**src/rtl/hs_serdes_map.svh**
```systemverilog
// Offsets, field positions, reset values and frame counts of the serdes controls.
`ifndef HS_SERDES_MAP_SVH
`define HS_SERDES_MAP_SVH

// Register indices on the management bus.
`define HS_PLL_CTRL_ADDR 5'h02
`define HS_TXRX_CTRL_ADDR 5'h03

// Reset values of the two registers.
`define HS_PLL_CTRL_RST 16'h811D
`define HS_TXRX_CTRL_RST 16'hA444

// Field resets checked in the control bank.
`define PLL_RSVD_HI_RST 6'h20
`define PLL_LOOP_BW_RST 2'h1
`define PLL_MULT_RST 4'hD
`define TX_SWING_RST 4'hA
`define RATE_RST 2'h0
`define GAIN_MODE_RST 2'h1
`define AZCAL_MODE_RST 2'h0

// Field positions of the power enables.
`define PLL_ENABLE_POS 4
`define TX_ENABLE_POS 10
`define RX_ENABLE_POS 2

// Management frame constants; the port address value is arbitrary.
`define MDIO_PORT_ADDR 5'h00
`define MDIO_PRE_LEN 6'h20
`define MDIO_OP_READ 2'h2
`define MDIO_OP_WRITE 2'h1

`endif

```
**src/rtl/hs_serdes_pkg.sv**
```systemverilog
// Types shared by the serdes control bank and its management frame slave.
package hs_serdes_pkg;

   typedef enum logic [1:0] {LBW_RSVD0 = 2'h0, LBW_INTERNAL = 2'h1,
      LBW_EXT_JITTER_CLEAN = 2'h2, LBW_RSVD3 = 2'h3} loop_bw_type;

   typedef enum logic [3:0] {MULT_RSVD0 = 4'h0, MULT_RSVD1 = 4'h1,
      MULT_4X = 4'h2, MULT_5X = 4'h3, MULT_6X = 4'h4, MULT_8X = 4'h5,
      MULT_8P25X = 4'h6, MULT_10X = 4'h7, MULT_12X = 4'h8,
      MULT_12P5X = 4'h9, MULT_15X = 4'hA, MULT_16X = 4'hB,
      MULT_16P5X = 4'hC, MULT_20X = 4'hD, MULT_25X = 4'hE,
      MULT_RSVD15 = 4'hF} pll_mult_type;

   typedef enum logic [1:0] {RATE_FULL = 2'h0, RATE_HALF = 2'h1,
      RATE_QUARTER = 2'h2, RATE_EIGHTH = 2'h3} rate_type;

   typedef enum logic [1:0] {GAIN_FREEZE_FIRST_LOCK = 2'h0,
      GAIN_HOLD_IN_LOCK = 2'h1, GAIN_ATTEN_OFF = 2'h2,
      GAIN_ATTEN_ON = 2'h3} gain_mode_type;

   typedef enum logic [1:0] {AZCAL_ON_RX_ENABLE = 2'h0, AZCAL_OFF = 2'h1,
      AZCAL_FORCE_UPDATE = 2'h2, AZCAL_FORCE_NO_UPDATE = 2'h3} azcal_type;

   typedef struct packed {
      logic [5:0] rsvd_hi;
      loop_bw_type pll_loop_bw_sel;
      logic rsvd7;
      logic vco_low_range_sel;
      logic rsvd5;
      logic pll_enable_bit;
      pll_mult_type pll_multiplier_code;
   } pll_ctrl_type;

   typedef struct packed {
      logic [3:0] tx_swing_code;
      logic rsvd11;
      logic tx_enable_bit;
      rate_type tx_rate_code;
      gain_mode_type gain_loop_mode;
      azcal_type autozero_cal_mode;
      logic unscrambled_data_enable;
      logic rx_enable_bit;
      rate_type rx_rate_code;
   } txrx_ctrl_type;

   typedef struct packed {
      logic wr_en;
      logic [4:0] addr;
      logic [15:0] data;
   } reg_req_type;

   // Gray codes along the frame order.
   typedef enum logic [2:0] {MDIO_PRE = 3'h0, MDIO_START = 3'h1,
      MDIO_OPC = 3'h3, MDIO_ADDR = 3'h2, MDIO_TURN = 3'h6,
      MDIO_DATA = 3'h7} mdio_state_type;

endpackage : hs_serdes_pkg

```
**src/rtl/hs_serdes_control_regs.sv**
```systemverilog
// High-speed serdes PLL and transmit/receive control registers of one channel.
//
// Overview of operation
// - The PLL control register sits at index 0x02, resets to 0x811D and every field reads and writes.
// - Bits 15:10 are reserved storage resetting to 100000 and bits 7 and 5 are reserved storage resetting to zero.
// - The loop bandwidth field resets to 01 for no external jitter cleaner, 10 selects one, 00 and 11 are reserved.
// - The PLL enable resets to one and is forced off while the power-down pin is low or global power-down is set.
// - The PLL multiplier code resets to 1101 for 20x and carries the listed factor codes.
// - The transmit swing code in bits 15:12 resets to 1010 and drives the transmitter.
// - The transmit enable resets to one and is forced off while the power-down pin is low or global power-down is set.
// - The transmit rate code resets to full rate, with half, quarter and eighth rate selectable.
// - The adaptive gain mode resets to 01, holding the attenuator only while locked.
// - The auto-zero calibration mode resets to 00, calibrating when the receiver is enabled.
// - The unscrambled data enable resets to zero and may be set for the reduced rates.
// - The receive enable resets to one and is forced off while the power-down pin is low or global power-down is set.
// - The receive rate code resets to full rate, with half, quarter and eighth rate selectable.
`timescale 1ns/10ps
`default_nettype none
`include "hs_serdes_map.svh"
module hs_serdes_control_regs
(
   input wire logic I_CLK,
   input wire logic I_RESET,
   input wire logic I_MDC,
   input wire logic I_MDIO,
   output logic O_MDIO,
   output logic O_MDIO_OE,
   input wire logic I_CHANNEL_POWERDOWN_N_PIN,
   input wire logic I_GLOBAL_PD,
   output hs_serdes_pkg::loop_bw_type O_PLL_LOOP_BW_SEL,
   output logic O_VCO_LOW_RANGE_SEL,
   output hs_serdes_pkg::pll_mult_type O_PLL_MULTIPLIER_CODE,
   output logic O_PLL_EN,
   output logic [3:0] O_TX_SWING_CODE,
   output logic O_TX_EN,
   output hs_serdes_pkg::rate_type O_TX_RATE_CODE,
   output hs_serdes_pkg::gain_mode_type O_GAIN_LOOP_MODE,
   output hs_serdes_pkg::azcal_type O_AUTOZERO_CAL_MODE,
   output logic O_UNSCRAMBLED_DATA_ENABLE,
   output logic O_RX_EN,
   output hs_serdes_pkg::rate_type O_RX_RATE_CODE
);
   import hs_serdes_pkg::*;

   pll_ctrl_type pll_ff;
   txrx_ctrl_type txrx_ff;
   reg_req_type req;
   logic pd_s1_ff, pd_s2_ff;
   logic pll_en_ff, tx_en_ff, rx_en_ff;
   wire logic wr_pll, wr_txrx, power_ok;
   wire logic [15:0] rd_data;

   mdio_frame_slave u_mdio
   (
      .i_clk(I_CLK),
      .i_reset(I_RESET),
      .i_mdc(I_MDC),
      .i_mdio(I_MDIO),
      .o_mdio(O_MDIO),
      .o_mdio_oe(O_MDIO_OE),
      .o_req(req),
      .i_rd_data(rd_data)
   );

   assign wr_pll = req.wr_en && (req.addr == `HS_PLL_CTRL_ADDR);
   assign wr_txrx = req.wr_en && (req.addr == `HS_TXRX_CTRL_ADDR);

   // Unmapped indices read as zero so a stray read is harmless.
   assign rd_data = (req.addr == `HS_PLL_CTRL_ADDR) ? 16'(pll_ff) :
      (req.addr == `HS_TXRX_CTRL_ADDR) ? 16'(txrx_ff) : 16'h0000;

   // Every bit, reserved ones included, is plain storage.
   always_ff @(posedge I_CLK or posedge I_RESET)
   begin
      if (I_RESET)
         pll_ff <= pll_ctrl_type'(`HS_PLL_CTRL_RST);
      else if (wr_pll)
         pll_ff <= pll_ctrl_type'(req.data);
   end

   always_ff @(posedge I_CLK or posedge I_RESET)
   begin
      if (I_RESET)
         txrx_ff <= txrx_ctrl_type'(`HS_TXRX_CTRL_RST);
      else if (wr_txrx)
         txrx_ff <= txrx_ctrl_type'(req.data);
   end

   // The pin is asynchronous; the global bit comes from a register on I_CLK.
   always_ff @(posedge I_CLK or posedge I_RESET)
   begin
      if (I_RESET)
      begin
         pd_s1_ff <= 1'b0;
         pd_s2_ff <= 1'b0;
      end
      else
      begin
         pd_s1_ff <= I_CHANNEL_POWERDOWN_N_PIN;
         pd_s2_ff <= pd_s1_ff;
      end
   end

   assign power_ok = pd_s2_ff & ~I_GLOBAL_PD;

   // Gating the copies, not the stored bits, lets the written setting return
   // by itself once power-down is released.
   always_ff @(posedge I_CLK or posedge I_RESET)
   begin
      if (I_RESET)
      begin
         pll_en_ff <= 1'b0;
         tx_en_ff <= 1'b0;
         rx_en_ff <= 1'b0;
      end
      else
      begin
         pll_en_ff <= pll_ff.pll_enable_bit & power_ok;
         tx_en_ff <= txrx_ff.tx_enable_bit & power_ok;
         rx_en_ff <= txrx_ff.rx_enable_bit & power_ok;
      end
   end

   assign O_PLL_EN = pll_en_ff;
   assign O_TX_EN = tx_en_ff;
   assign O_RX_EN = rx_en_ff;
   assign O_PLL_LOOP_BW_SEL = pll_ff.pll_loop_bw_sel;
   // The range bit is only stored; choosing it correctly is up to software.
   assign O_VCO_LOW_RANGE_SEL = pll_ff.vco_low_range_sel;
   assign O_PLL_MULTIPLIER_CODE = pll_ff.pll_multiplier_code;
   assign O_TX_SWING_CODE = txrx_ff.tx_swing_code;
   assign O_TX_RATE_CODE = txrx_ff.tx_rate_code;
   assign O_GAIN_LOOP_MODE = txrx_ff.gain_loop_mode;
   assign O_AUTOZERO_CAL_MODE = txrx_ff.autozero_cal_mode;
   assign O_UNSCRAMBLED_DATA_ENABLE = txrx_ff.unscrambled_data_enable;
   assign O_RX_RATE_CODE = txrx_ff.rx_rate_code;
endmodule : hs_serdes_control_regs
`default_nettype wire

```
**src/rtl/mdio_frame_slave.sv**
```systemverilog
// Management serial frame slave: decodes read and write frames for the bank.
`timescale 1ns/10ps
`default_nettype none
`include "hs_serdes_map.svh"
module mdio_frame_slave
(
   input wire logic i_clk,
   input wire logic i_reset,
   input wire logic i_mdc,
   input wire logic i_mdio,
   output logic o_mdio,
   output logic o_mdio_oe,
   output hs_serdes_pkg::reg_req_type o_req,
   input wire logic [15:0] i_rd_data
);
   import hs_serdes_pkg::*;

   logic mdc_s1_ff, mdc_s2_ff, mdc_d_ff, dio_s1_ff, dio_s2_ff;
   mdio_state_type state_ff, nxt_state;
   logic [5:0] cnt_ff, nxt_cnt;
   logic [15:0] shift_ff, nxt_shift;
   logic [4:0] addr_ff, nxt_addr;
   logic rd_ff, nxt_rd, hit_ff, nxt_hit;
   logic out_ff, nxt_out, oe_ff, nxt_oe, wr_ff, nxt_wr;
   wire logic rise;
   wire logic [15:0] shift_in;
   wire logic [1:0] opcode;

   // Both pins come from the host's domain; the first stage feeds only the second.
   always_ff @(posedge i_clk or posedge i_reset)
   begin
      if (i_reset)
      begin
         // The clock pin idles high, so the edge stages start high as well;
         // otherwise a false rise would follow every release of reset.
         mdc_s1_ff <= 1'b1;
         mdc_s2_ff <= 1'b1;
         mdc_d_ff <= 1'b1;
         dio_s1_ff <= 1'b1;
         dio_s2_ff <= 1'b1;
      end
      else
      begin
         mdc_s1_ff <= i_mdc;
         mdc_s2_ff <= mdc_s1_ff;
         mdc_d_ff <= mdc_s2_ff;
         dio_s1_ff <= i_mdio;
         dio_s2_ff <= dio_s1_ff;
      end
   end

   assign rise = mdc_s2_ff & ~mdc_d_ff;
   assign shift_in = {shift_ff[14:0], dio_s2_ff};
   assign opcode = shift_in[11:10];

   always_comb
   begin
      nxt_state = state_ff;
      nxt_cnt = cnt_ff;
      nxt_shift = shift_ff;
      nxt_addr = addr_ff;
      nxt_rd = rd_ff;
      nxt_hit = hit_ff;
      nxt_out = out_ff;
      nxt_oe = oe_ff;
      nxt_wr = 1'b0;
      if (rise)
      begin
         nxt_cnt = cnt_ff + 6'h01;
         unique case (state_ff)
            MDIO_PRE:
            begin
               nxt_oe = 1'b0;
               if (dio_s2_ff)
                  nxt_cnt = (cnt_ff == `MDIO_PRE_LEN) ? cnt_ff : cnt_ff + 6'h01;
               else
               begin
                  nxt_cnt = 6'h00;
                  if (cnt_ff == `MDIO_PRE_LEN)
                     nxt_state = MDIO_START;
               end
            end
            MDIO_START:
            begin
               nxt_cnt = 6'h00;
               nxt_state = dio_s2_ff ? MDIO_OPC : MDIO_PRE;
            end
            MDIO_OPC:
            begin
               nxt_shift = shift_in;
               if (cnt_ff == 6'h01)
               begin
                  nxt_cnt = 6'h00;
                  nxt_state = MDIO_ADDR;
               end
            end
            MDIO_ADDR:
            begin
               nxt_shift = shift_in;
               if (cnt_ff == 6'h09)
               begin
                  nxt_cnt = 6'h00;
                  nxt_state = MDIO_TURN;
                  nxt_rd = (opcode == `MDIO_OP_READ);
                  nxt_hit = (shift_in[9:5] == `MDIO_PORT_ADDR) &&
                     (opcode == `MDIO_OP_READ || opcode == `MDIO_OP_WRITE);
                  nxt_addr = shift_in[4:0];
               end
            end
            MDIO_TURN:
            begin
               // The first turnaround bit stays released so the host can let go.
               if (cnt_ff == 6'h01)
               begin
                  nxt_cnt = 6'h00;
                  nxt_state = MDIO_DATA;
                  nxt_oe = rd_ff & hit_ff;
                  nxt_out = 1'b0;
                  nxt_shift = i_rd_data;
               end
            end
            MDIO_DATA:
            begin
               if (rd_ff)
               begin
                  nxt_out = shift_ff[15];
                  nxt_shift = {shift_ff[14:0], 1'b0};
               end
               else
                  nxt_shift = shift_in;
               if (cnt_ff == 6'h0F)
               begin
                  nxt_cnt = 6'h00;
                  nxt_state = MDIO_PRE;
                  nxt_wr = hit_ff & ~rd_ff;
               end
            end
            default:
               nxt_state = MDIO_PRE;
         endcase
      end
   end

   always_ff @(posedge i_clk or posedge i_reset)
   begin
      if (i_reset)
      begin
         state_ff <= MDIO_PRE;
         cnt_ff <= 6'h00;
         shift_ff <= 16'h0000;
         addr_ff <= 5'h00;
         rd_ff <= 1'b0;
         hit_ff <= 1'b0;
         out_ff <= 1'b1;
         oe_ff <= 1'b0;
         wr_ff <= 1'b0;
      end
      else
      begin
         state_ff <= nxt_state;
         cnt_ff <= nxt_cnt;
         shift_ff <= nxt_shift;
         addr_ff <= nxt_addr;
         rd_ff <= nxt_rd;
         hit_ff <= nxt_hit;
         out_ff <= nxt_out;
         oe_ff <= nxt_oe;
         wr_ff <= nxt_wr;
      end
   end

   assign o_mdio = out_ff;
   assign o_mdio_oe = oe_ff;
   assign o_req = '{wr_en: wr_ff, addr: addr_ff, data: shift_ff};

endmodule : mdio_frame_slave
`default_nettype wire

```
**config.mk**
```make
export PLATFORM = sky130hd
export DESIGN_NAME = hs_serdes_control_regs
export DESIGN_NICKNAME = d
export VERILOG_FILES = /design/src/rtl/hs_serdes_pkg.sv /design/src/rtl/hs_serdes_control_regs.sv /design/src/rtl/mdio_frame_slave.sv
export VERILOG_INCLUDE_DIRS = /design/src /design/src/rtl
export SDC_FILE = /design/constraint.sdc
export NUM_CORES = 1
export LEC_CHECK = 0
export BUFFER_PORTS_ARGS = -buffer_cell sky130_fd_sc_hd__buf_2
export CAP_MARGIN = 20
export CELL_PAD_IN_SITES_DETAIL_PLACEMENT = 1
export CELL_PAD_IN_SITES_GLOBAL_PLACEMENT = 2
export CORE_UTILIZATION = 43
export CTS_CLUSTER_DIAMETER = 80
export CTS_CLUSTER_SIZE = 25
export DETAILED_ROUTE_END_ITERATION = 16
export PLACE_DENSITY_LB_ADDON = 0.05
export RECOVER_POWER = 100
export REMOVE_ABC_BUFFERS = 1
export SYNTH_ARGS = -nofsm -noshare
export SYNTH_HDL_FRONTEND = slang
export SYNTH_SLANG_ARGS = --single-unit
```
**constraint.sdc**
```tcl
create_clock -name I_CLK -period 3.7 [get_ports I_CLK]
set_input_delay 0.74 -clock I_CLK [delete_from_list [all_inputs] [get_ports I_CLK]]
set_output_delay 0.74 -clock I_CLK [all_outputs]
set_load 0.01 [all_outputs]
```
==> flow_metrics.py, run 1 <==
metrics = {
    "status": {
        "run_status": "finished, violations left",
        "violations": "max-capacitance violations, max-slew violations",
    },
    "worst_setup_path": {
        "timing.critical_path.max_delay_family": "compound AO/OA/AOI/OAI gates",
        "cp.buffers_inverters": 0,
        "worst-endpoint-required_ns": 3.93,
        "timing.critical_path.arrival_ns": 2.98,
        "timing.critical_path.from_type": "flip-flop",
        "critPathKind": "reg2reg",
        "cpMaxStageDelayCell": "sky130_fd_sc_hd__o31ai_1",
        "slowest_delay_ns": 0.85,
        "critical_path.cell_chain": "or4b_2, o31ai_1, nor3_1, a21o_1, a22o_1",
        "timing.critical_path.to_type": "flip-flop",
        "critPathMaxFanout": 14,
    },
    "yosys": {
        "post_synth_num_cell_types": 48,
        "yosysSeqAreaShare_pct": 52.5,
        "yosys_warnings": 0,
        "synthArstFlopShare_pct": 100,
        "synth_edf_count": 0,
        "syn-cell-area_um2": 3710,
        "synthCells": 332,
        "yosys_register_bits": 77,
        "synth_ff_type": "sky130_fd_sc_hd__dfrtp_1",
        "postSynthAreaPerCell_um2": 11.2,
    },
    "timing": {
        "rsz0062_at_grt": "no",
        "timing.final.max_slew_violations": 40,
        "final.period_utilization_pct": 74.1,
        "finalSetupViolCount": 0,
        "fmaxAchievable_mhz": 365,
        "final.hold.worst_slack_ns": 0.359,
        "relSlewSlack_pct": -17.7,
        "final_hold_viol_count": 0,
        "timing.setup.tns_ns": 0,
        "min_period_ns": 2.74,
        "fin_skew_ns": 0.00953,
        "tightestPinTransition_ns": 1.76,
    },
    "hold_path": {
        "worstHoldPathType": "reg2reg",
    },
    "cts": {
        "cts.sink_count": 77,
        "post-cts-setup-buffer-count": 0,
        "cts_max_path_buffers": 2,
        "htree_num_levels": 3,
        "post_cts_resized": 0,
        "postCtsHoldBufs": 0,
        "cts_root_buf": "sky130_fd_sc_hd__clkbuf_8",
        "numCtsBuffers": 9,
        "insertion_delay_ns": 0.34,
        "clkSlewWorstSetupHoldPaths_ns": 0.08,
        "tritoncts": "done",
    },
    "placement": {
        "dp_hpwl_um": 5270,
        "place.gp.congestion": 0.730,
        "port-buffer-count": 30,
    },
    "cells_and_area": {
        "final_common_cell": "sky130_fd_sc_hd__dfrtp_1",
        "area_taken_by_flip_flops_and_latches_um2": 1950,
        "post-route-util_pct": 48.0,
        "layout.cells.most_common_list": "60 x sky130_fd_sc_hd__dfrtp_1, 31 x sky130_fd_sc_hd__mux2_2, 31 x sky130_fd_sc_hd__nand2_1, 25 x sky130_fd_sc_hd__o21ai_0, 25 x sky130_fd_sc_hd__clkbuf_1",
        "final_net_count": 354,
        "multi_input_comb_area_um2": 1490,
        "antenna-diode-count": 0,
        "synthToLayoutAreaGrowth_pct": 7.46,
        "drive_gt1_share_pct": 20.6,
        "fill_cell_instance_count_of_the_final_layout": 930,
    },
    "detailed_routing": {
        "wl_um": 7910,
        "wl_per_cell_um": 17.4,
        "drt-initial-drc-count": 110,
        "viasPerCell": 5.32,
        "routed-via-count": 2417,
        "drt_first_pass_iters": 4,
        "drtAntennaViolNets": 0,
        "drc_errors": 0,
    },
    "pwr": {
        "combinationalPowerShare_pct": 4.5,
        "total_leakage_power_nw": 1.70,
        "power.density_cell_area_nw_per_um2": 435,
        "vdd_ir_drop_max_v": 0.000233,
        "clkPwrFrac_pct": 43.8,
        "cellInternalPower_mw": 1.34,
        "switchingPower_mw": 0.389,
        "swShare_pct": 22.5,
        "power.share.sequential_pct": 51.6,
    },
    "die": {
        "top_level_ports": 31,
        "initial_core_util_pct": 44.7,
        "die_y_um": 94.9,
        "die_area_um2": 9000,
        "die_w_um": 94.9,
        "floorplan.core_area_um2": 8300,
        "placementRows": 33,
    },
    "global_route": {
        "groute.usage.overall_pct": 20.0,
        "grt_first_pass_wirelength_um": 13500,
        "antenna_found_initial": 0,
        "first_global_vias": 2575,
        "grt_start_max_net_pins": 40,
        "grt-ovfl-total": 0,
    },
    "flow_run": {
        "drv.max_cap_violation_count": 1,
    },
}
-- cell usage after synthesis, types with 2 or more instances --
library cell                 n  share of area, %
sky130_fd_sc_hd__mux2_2     31               9.4
sky130_fd_sc_hd__a31oi_1     2              0.34
sky130_fd_sc_hd__nor2_1     21               2.1
sky130_fd_sc_hd__ha_1        4               1.3
sky130_fd_sc_hd__a21o_1      3              0.61
sky130_fd_sc_hd__inv_1       6              0.61
sky130_fd_sc_hd__o21ai_0    25               3.4
sky130_fd_sc_hd__clkbuf_1   14               1.4
sky130_fd_sc_hd__a22o_1      3              0.71
sky130_fd_sc_hd__mux2i_1    16               4.3
sky130_fd_sc_hd__nand2_1    31               3.1
sky130_fd_sc_hd__a21oi_1    21               2.8
sky130_fd_sc_hd__nand4b_1    2              0.47
sky130_fd_sc_hd__dfstp_2    17                12
sky130_fd_sc_hd__o2111ai_1   2              0.47
sky130_fd_sc_hd__nand2b_1    4              0.67
sky130_fd_sc_hd__nor3_1      3              0.40
sky130_fd_sc_hd__nor2b_1     7               1.2
sky130_fd_sc_hd__o211ai_1    3              0.61
sky130_fd_sc_hd__mux2_4      6               2.4
sky130_fd_sc_hd__nand4_1     2              0.34
sky130_fd_sc_hd__nand3_1     5              0.67
sky130_fd_sc_hd__and2_1      3              0.51
sky130_fd_sc_hd__buf_4      18               3.6
sky130_fd_sc_hd__dfrtp_1    60                40
-- worst register-to-register path, cell delays in order (launching register included) --
cell                      delay, ns
sky130_fd_sc_hd__dfrtp_1       0.54
sky130_fd_sc_hd__or4b_2        0.75
sky130_fd_sc_hd__o31ai_1       0.85
sky130_fd_sc_hd__nor3_1        0.11
sky130_fd_sc_hd__a21o_1        0.19
sky130_fd_sc_hd__a22o_1        0.20
-- final timing paths --
| path | from | end | slack, ns | cells after the start |
|---|---|---|---|---|
| setup / recovery | u_mdio.state_ff[0] | u_mdio.cnt_ff[3] | 0.96 | 5 |
| hold reg to reg | u_mdio.dio_s1_ff | u_mdio.dio_s2_ff | 0.36 | 0 |
| max in group asynchronous | I_RESET | pll_ff[12] | 1.23 | 3 |
| hold / removal | u_mdio.dio_s1_ff | u_mdio.dio_s2_ff | 0.36 | 0 |
| setup reg to reg | u_mdio.state_ff[0] | u_mdio.cnt_ff[3] | 0.96 | 5 |
| min in group asynchronous | I_RESET | u_mdio.shift_ff[4] | 0.82 | 2 |
-- stage by stage --
step / area, um^2 / total power, mW / setup WS [ns] / std cells
after floorplan: 3500 / 0.961 / 1.02 / 297
after global placement: 3830 / 0.991 / 1.33 / 438
after detailed placement: 3830 / 0.992 / 1.25 / 438
after CTS: 4060 / 1.76 / 1.23 / 454
after global routing: 3990 / 1.80 / 0.745 / 454
final: 3990 / 1.73 / 0.959 / 454
-- logic make-up after synthesis --
logic type	count (synthesis)	share of synthesized area [%]
simple gates	91	12.8
buf+inv	41	6.21
flops	77	52.5
compound gates	66	10.9
mux	53	16.2
fa+ha+maj	4	1.35
-- power groups by stage --
stage	clock, mW	sequential [mW]	combinational [mW]
finish	0.760	0.895	0.0783
global route	0.809	0.899	0.0922
CTS	0.784	0.896	0.0823
detailed placement	0	0.912	0.0798
global placement	0	0.913	0.0786
floorplan	0	0.902	0.0593
-- routing by layer --
layer	wire, um	global-route usage [%]
met1	4100	29.5
met2	3520	29.4
met3	194	3.86
met4	95	6.69
met5	0	0
-- layout make-up --
type,instances,area share [%]
clock buffers,12,3.39
well taps,105,3.30
repair buffers,36,3.96
clock inverters,4,2.48
flip-flops and latches,77,48.9
multi-input cells,214,37.4
inverters,6,0.597
-- registers in the layout, indices dropped and copies added (netlist names), 2 cells and up --
name,flops
O_TX_RATE_CODE,2
u_mdio.state_ff,3
O_AUTOZERO_CAL_MODE,2
u_mdio.cnt_ff,6
txrx_ff,3
O_TX_SWING_CODE,4
O_GAIN_LOOP_MODE,2
u_mdio.shift_ff,16
O_PLL_LOOP_BW_SEL,2
pll_ff,9
u_mdio.addr_ff,5
O_RX_RATE_CODE,2
O_PLL_MULTIPLIER_CODE,4
Power figures use the tool's default switching activity.
==> run 2: changes to the inputs <==
--- a/config.mk
+++ b/config.mk
@@ -10,7 +10,7 @@
 export CAP_MARGIN = 20
 export CELL_PAD_IN_SITES_DETAIL_PLACEMENT = 1
 export CELL_PAD_IN_SITES_GLOBAL_PLACEMENT = 2
-export CORE_UTILIZATION = 43
+export CORE_UTILIZATION = 40
 export CTS_CLUSTER_DIAMETER = 80
 export CTS_CLUSTER_SIZE = 25
 export DETAILED_ROUTE_END_ITERATION = 16
==> constraint.sdc (replaced) <==
create_clock -name I_CLK -period 2.8 [get_ports I_CLK]
set_input_delay 0.56 -clock I_CLK [delete_from_list [all_inputs] [get_ports I_CLK]]
set_output_delay 0.56 -clock I_CLK [all_outputs]
set_load 0.01 [all_outputs]
==> flow_metrics.py, run 2 (synthesized netlist as in run 1, its figures left out) <==
metrics = {
    "worst_setup_path": {
        "critPathKind": "reg2reg",
        "slowest_delay_ns": 0.76,
        "cpMaxStageDelayCell": "sky130_fd_sc_hd__or4_1",
        "worst_r2r_startpoint": "u_mdio.cnt_ff[1]",
        "critical_path.cell_chain": "inv_1, ha_1, or4b_1, or4_1, mux2_1",
        "timing.critical_path.to_type": "flip-flop",
        "cp.buffers_inverters": 1,
        "worst-endpoint-required_ns": 3.03,
        "timing.critical_path.max_delay_family": "simple AND/OR/NAND/NOR gates",
        "timing.critical_path.from_type": "flip-flop",
        "timing.critical_path.arrival_ns": 2.73,
        "critical_path.startpoint": "u_mdio.cnt_ff[1]",
        "critPathMaxFanout": 8,
    },
    "pwr": {
        "power.share.sequential_pct": 57.2,
        "clkPwrFrac_pct": 37.8,
        "vdd_ir_drop_max_v": 0.000174,
        "power.density_cell_area_nw_per_um2": 518,
        "total_leakage_power_nw": 1.72,
        "fin_total_pwr_mw": 2.07,
        "cellInternalPower_mw": 1.53,
        "swShare_pct": 26.0,
        "combinationalPowerShare_pct": 5.0,
        "switchingPower_mw": 0.539,
    },
    "cts": {
        "postCtsHoldBufs": 0,
        "numCtsBuffers": 9,
        "post-cts-setup-buffer-count": 0,
        "clkSlewWorstSetupHoldPaths_ns": 0.08,
        "cts_max_path_buffers": 2,
        "cts.sink_count": 77,
        "insertion_delay_ns": 0.35,
        "tritoncts": "done",
        "cts_root_buf": "sky130_fd_sc_hd__clkbuf_8",
        "htree_num_levels": 3,
        "post_cts_resized": 0,
    },
    "timing": {
        "rsz0062_at_grt": "no",
        "timing.setup.tns_ns": 0,
        "timing.final.max_slew_violations": 0,
        "final.hold.worst_slack_ns": 0.302,
        "final.period_utilization_pct": 89.5,
        "final_hold_viol_count": 0,
        "fin_skew_ns": 0.0108,
        "tightestPinTransition_ns": 1.48,
        "finalSetupViolCount": 0,
        "min_period_ns": 2.51,
        "fmaxAchievable_mhz": 399,
        "relSlewSlack_pct": 0.775,
    },
    "cells_and_area": {
        "antenna-diode-count": 0,
        "synthToLayoutAreaGrowth_pct": 7.86,
        "drive_gt1_share_pct": 23.5,
        "layout.cells.most_common_list": "60 x sky130_fd_sc_hd__dfrtp_1, 31 x sky130_fd_sc_hd__mux2_2, 31 x sky130_fd_sc_hd__nand2_1, 25 x sky130_fd_sc_hd__o21ai_0",
        "biggestRegsByFlops": "u_mdio.shift_ff: 16 flops, pll_ff: 9 flops, u_mdio.cnt_ff: 6 flops",
        "final_common_cell": "sky130_fd_sc_hd__dfrtp_1",
        "final_net_count": 358,
        "largest_register_ff_count": 16,
        "max_flop_register": "u_mdio.shift_ff",
    },
    "detailed_routing": {
        "drt_first_pass_iters": 6,
        "viasPerCell": 5.40,
        "drc_errors": 0,
        "drt-initial-drc-count": 59,
        "wl_um": 7910,
        "drtAntennaViolNets": 0,
        "routed-via-count": 2489,
        "wl_per_cell_um": 17.2,
    },
    "hold_path": {
        "worst_hold_startpoint": "I_MDIO",
        "worstHoldPathType": "in2reg",
    },
    "placement": {
        "place.gp.congestion": 0.757,
        "dp_hpwl_um": 5310,
        "port-buffer-count": 30,
    },
    "global_route": {
        "grt_first_pass_wirelength_um": 13600,
        "grt-ovfl-total": 0,
        "groute.usage.overall_pct": 18.4,
        "first_global_vias": 2549,
        "antenna_found_initial": 0,
        "grt_start_max_net_pins": 47,
    },
    "die": {
        "floorplan.core_area_um2": 8850,
        "initial_core_util_pct": 41.9,
        "placementRows": 34,
        "die_w_um": 98.3,
        "die_y_um": 98.3,
        "top_level_ports": 31,
        "die_area_um2": 9660,
    },
    "status": {
        "run_status": "finished, violations left",
        "violations": "max-capacitance violations",
    },
    "flow_run": {
        "drv.max_cap_violation_count": 1,
    },
}
==> run 2: changes by cell type in the layout (fill, tap and decap cells not counted), sizes merged <==
cell,delta
clkbuf,-5
inv,+1
bufinv,-3
clkinvlp,+1
buf,+7
clkinv,+3
==> run 2: worst reg2reg max path, delay by kind of cell, from the launching register on <==
kind	cells	cell delay, ns
fa+ha+maj	1	0.14
flops	1	0.42
buf+inv	1	0.09
mux	1	0.41
simple gates	2	1.33
==> run 2: power by group through the flow <==
stage                     clock [mW]  combinational (mW)  sequential [mW]
final                          0.783               0.103             1.19
after global routing           0.858               0.121             1.19
after CTS                      0.817               0.109             1.19
after detailed placement           0               0.109             1.21
after global placement             0               0.104             1.20
after floorplan                    0              0.0783             1.19
==> run 2: stage by stage <==
stage | instance area, um^2 | utilization, % | std cells | worst slack (ns)
finish | 4000 | 45.2 | 461 | 0.293
global route | 4000 | 45.2 | 461 | 0.210
CTS | 4060 | 45.9 | 461 | 0.468
detailed placement | 3870 | 43.8 | 445 | 0.485
global placement | 3870 | 43.8 | 445 | 0.573
floorplan | 3500 | - | 297 | 0.123
==> run 2: metal layers <==
| layer | share of wire, % | up-vias | GRT usage (%) |
|---|---|---|---|
| li1 | - | 1187 | - |
| met1 | 51 | 1258 | 26.7 |
| met2 | 45 | 30 | 27.1 |
| met3 | 2.0 | 14 | 3.22 |
| met4 | 1.8 | 0 | 7.92 |
| met5 | 0 | - | 0 |
==> run 2: final cells by class <==
cell class              count  area, um^2
clock buffers              10         138
clock inverters             6        47.5
fillers                  1008        4850
inverters                   6        23.8
multi-input cells         214        1500
flip-flops and latches     77        1950
well taps                 108         135
repair buffers             40         209
==> run 2: worst paths after layout <==
kind                       depth (start not counted)                to  slack, ns
min reg2reg                                        0          pd_s2_ff       0.36
max reg2reg                                        5      u_mdio.rd_ff       0.29
max in group asynchronous                          3        pll_ff[15]       1.38
max                                                5      u_mdio.rd_ff       0.29
min in group asynchronous                          2          pd_s1_ff       0.54
min                                                1  u_mdio.dio_s1_ff       0.30
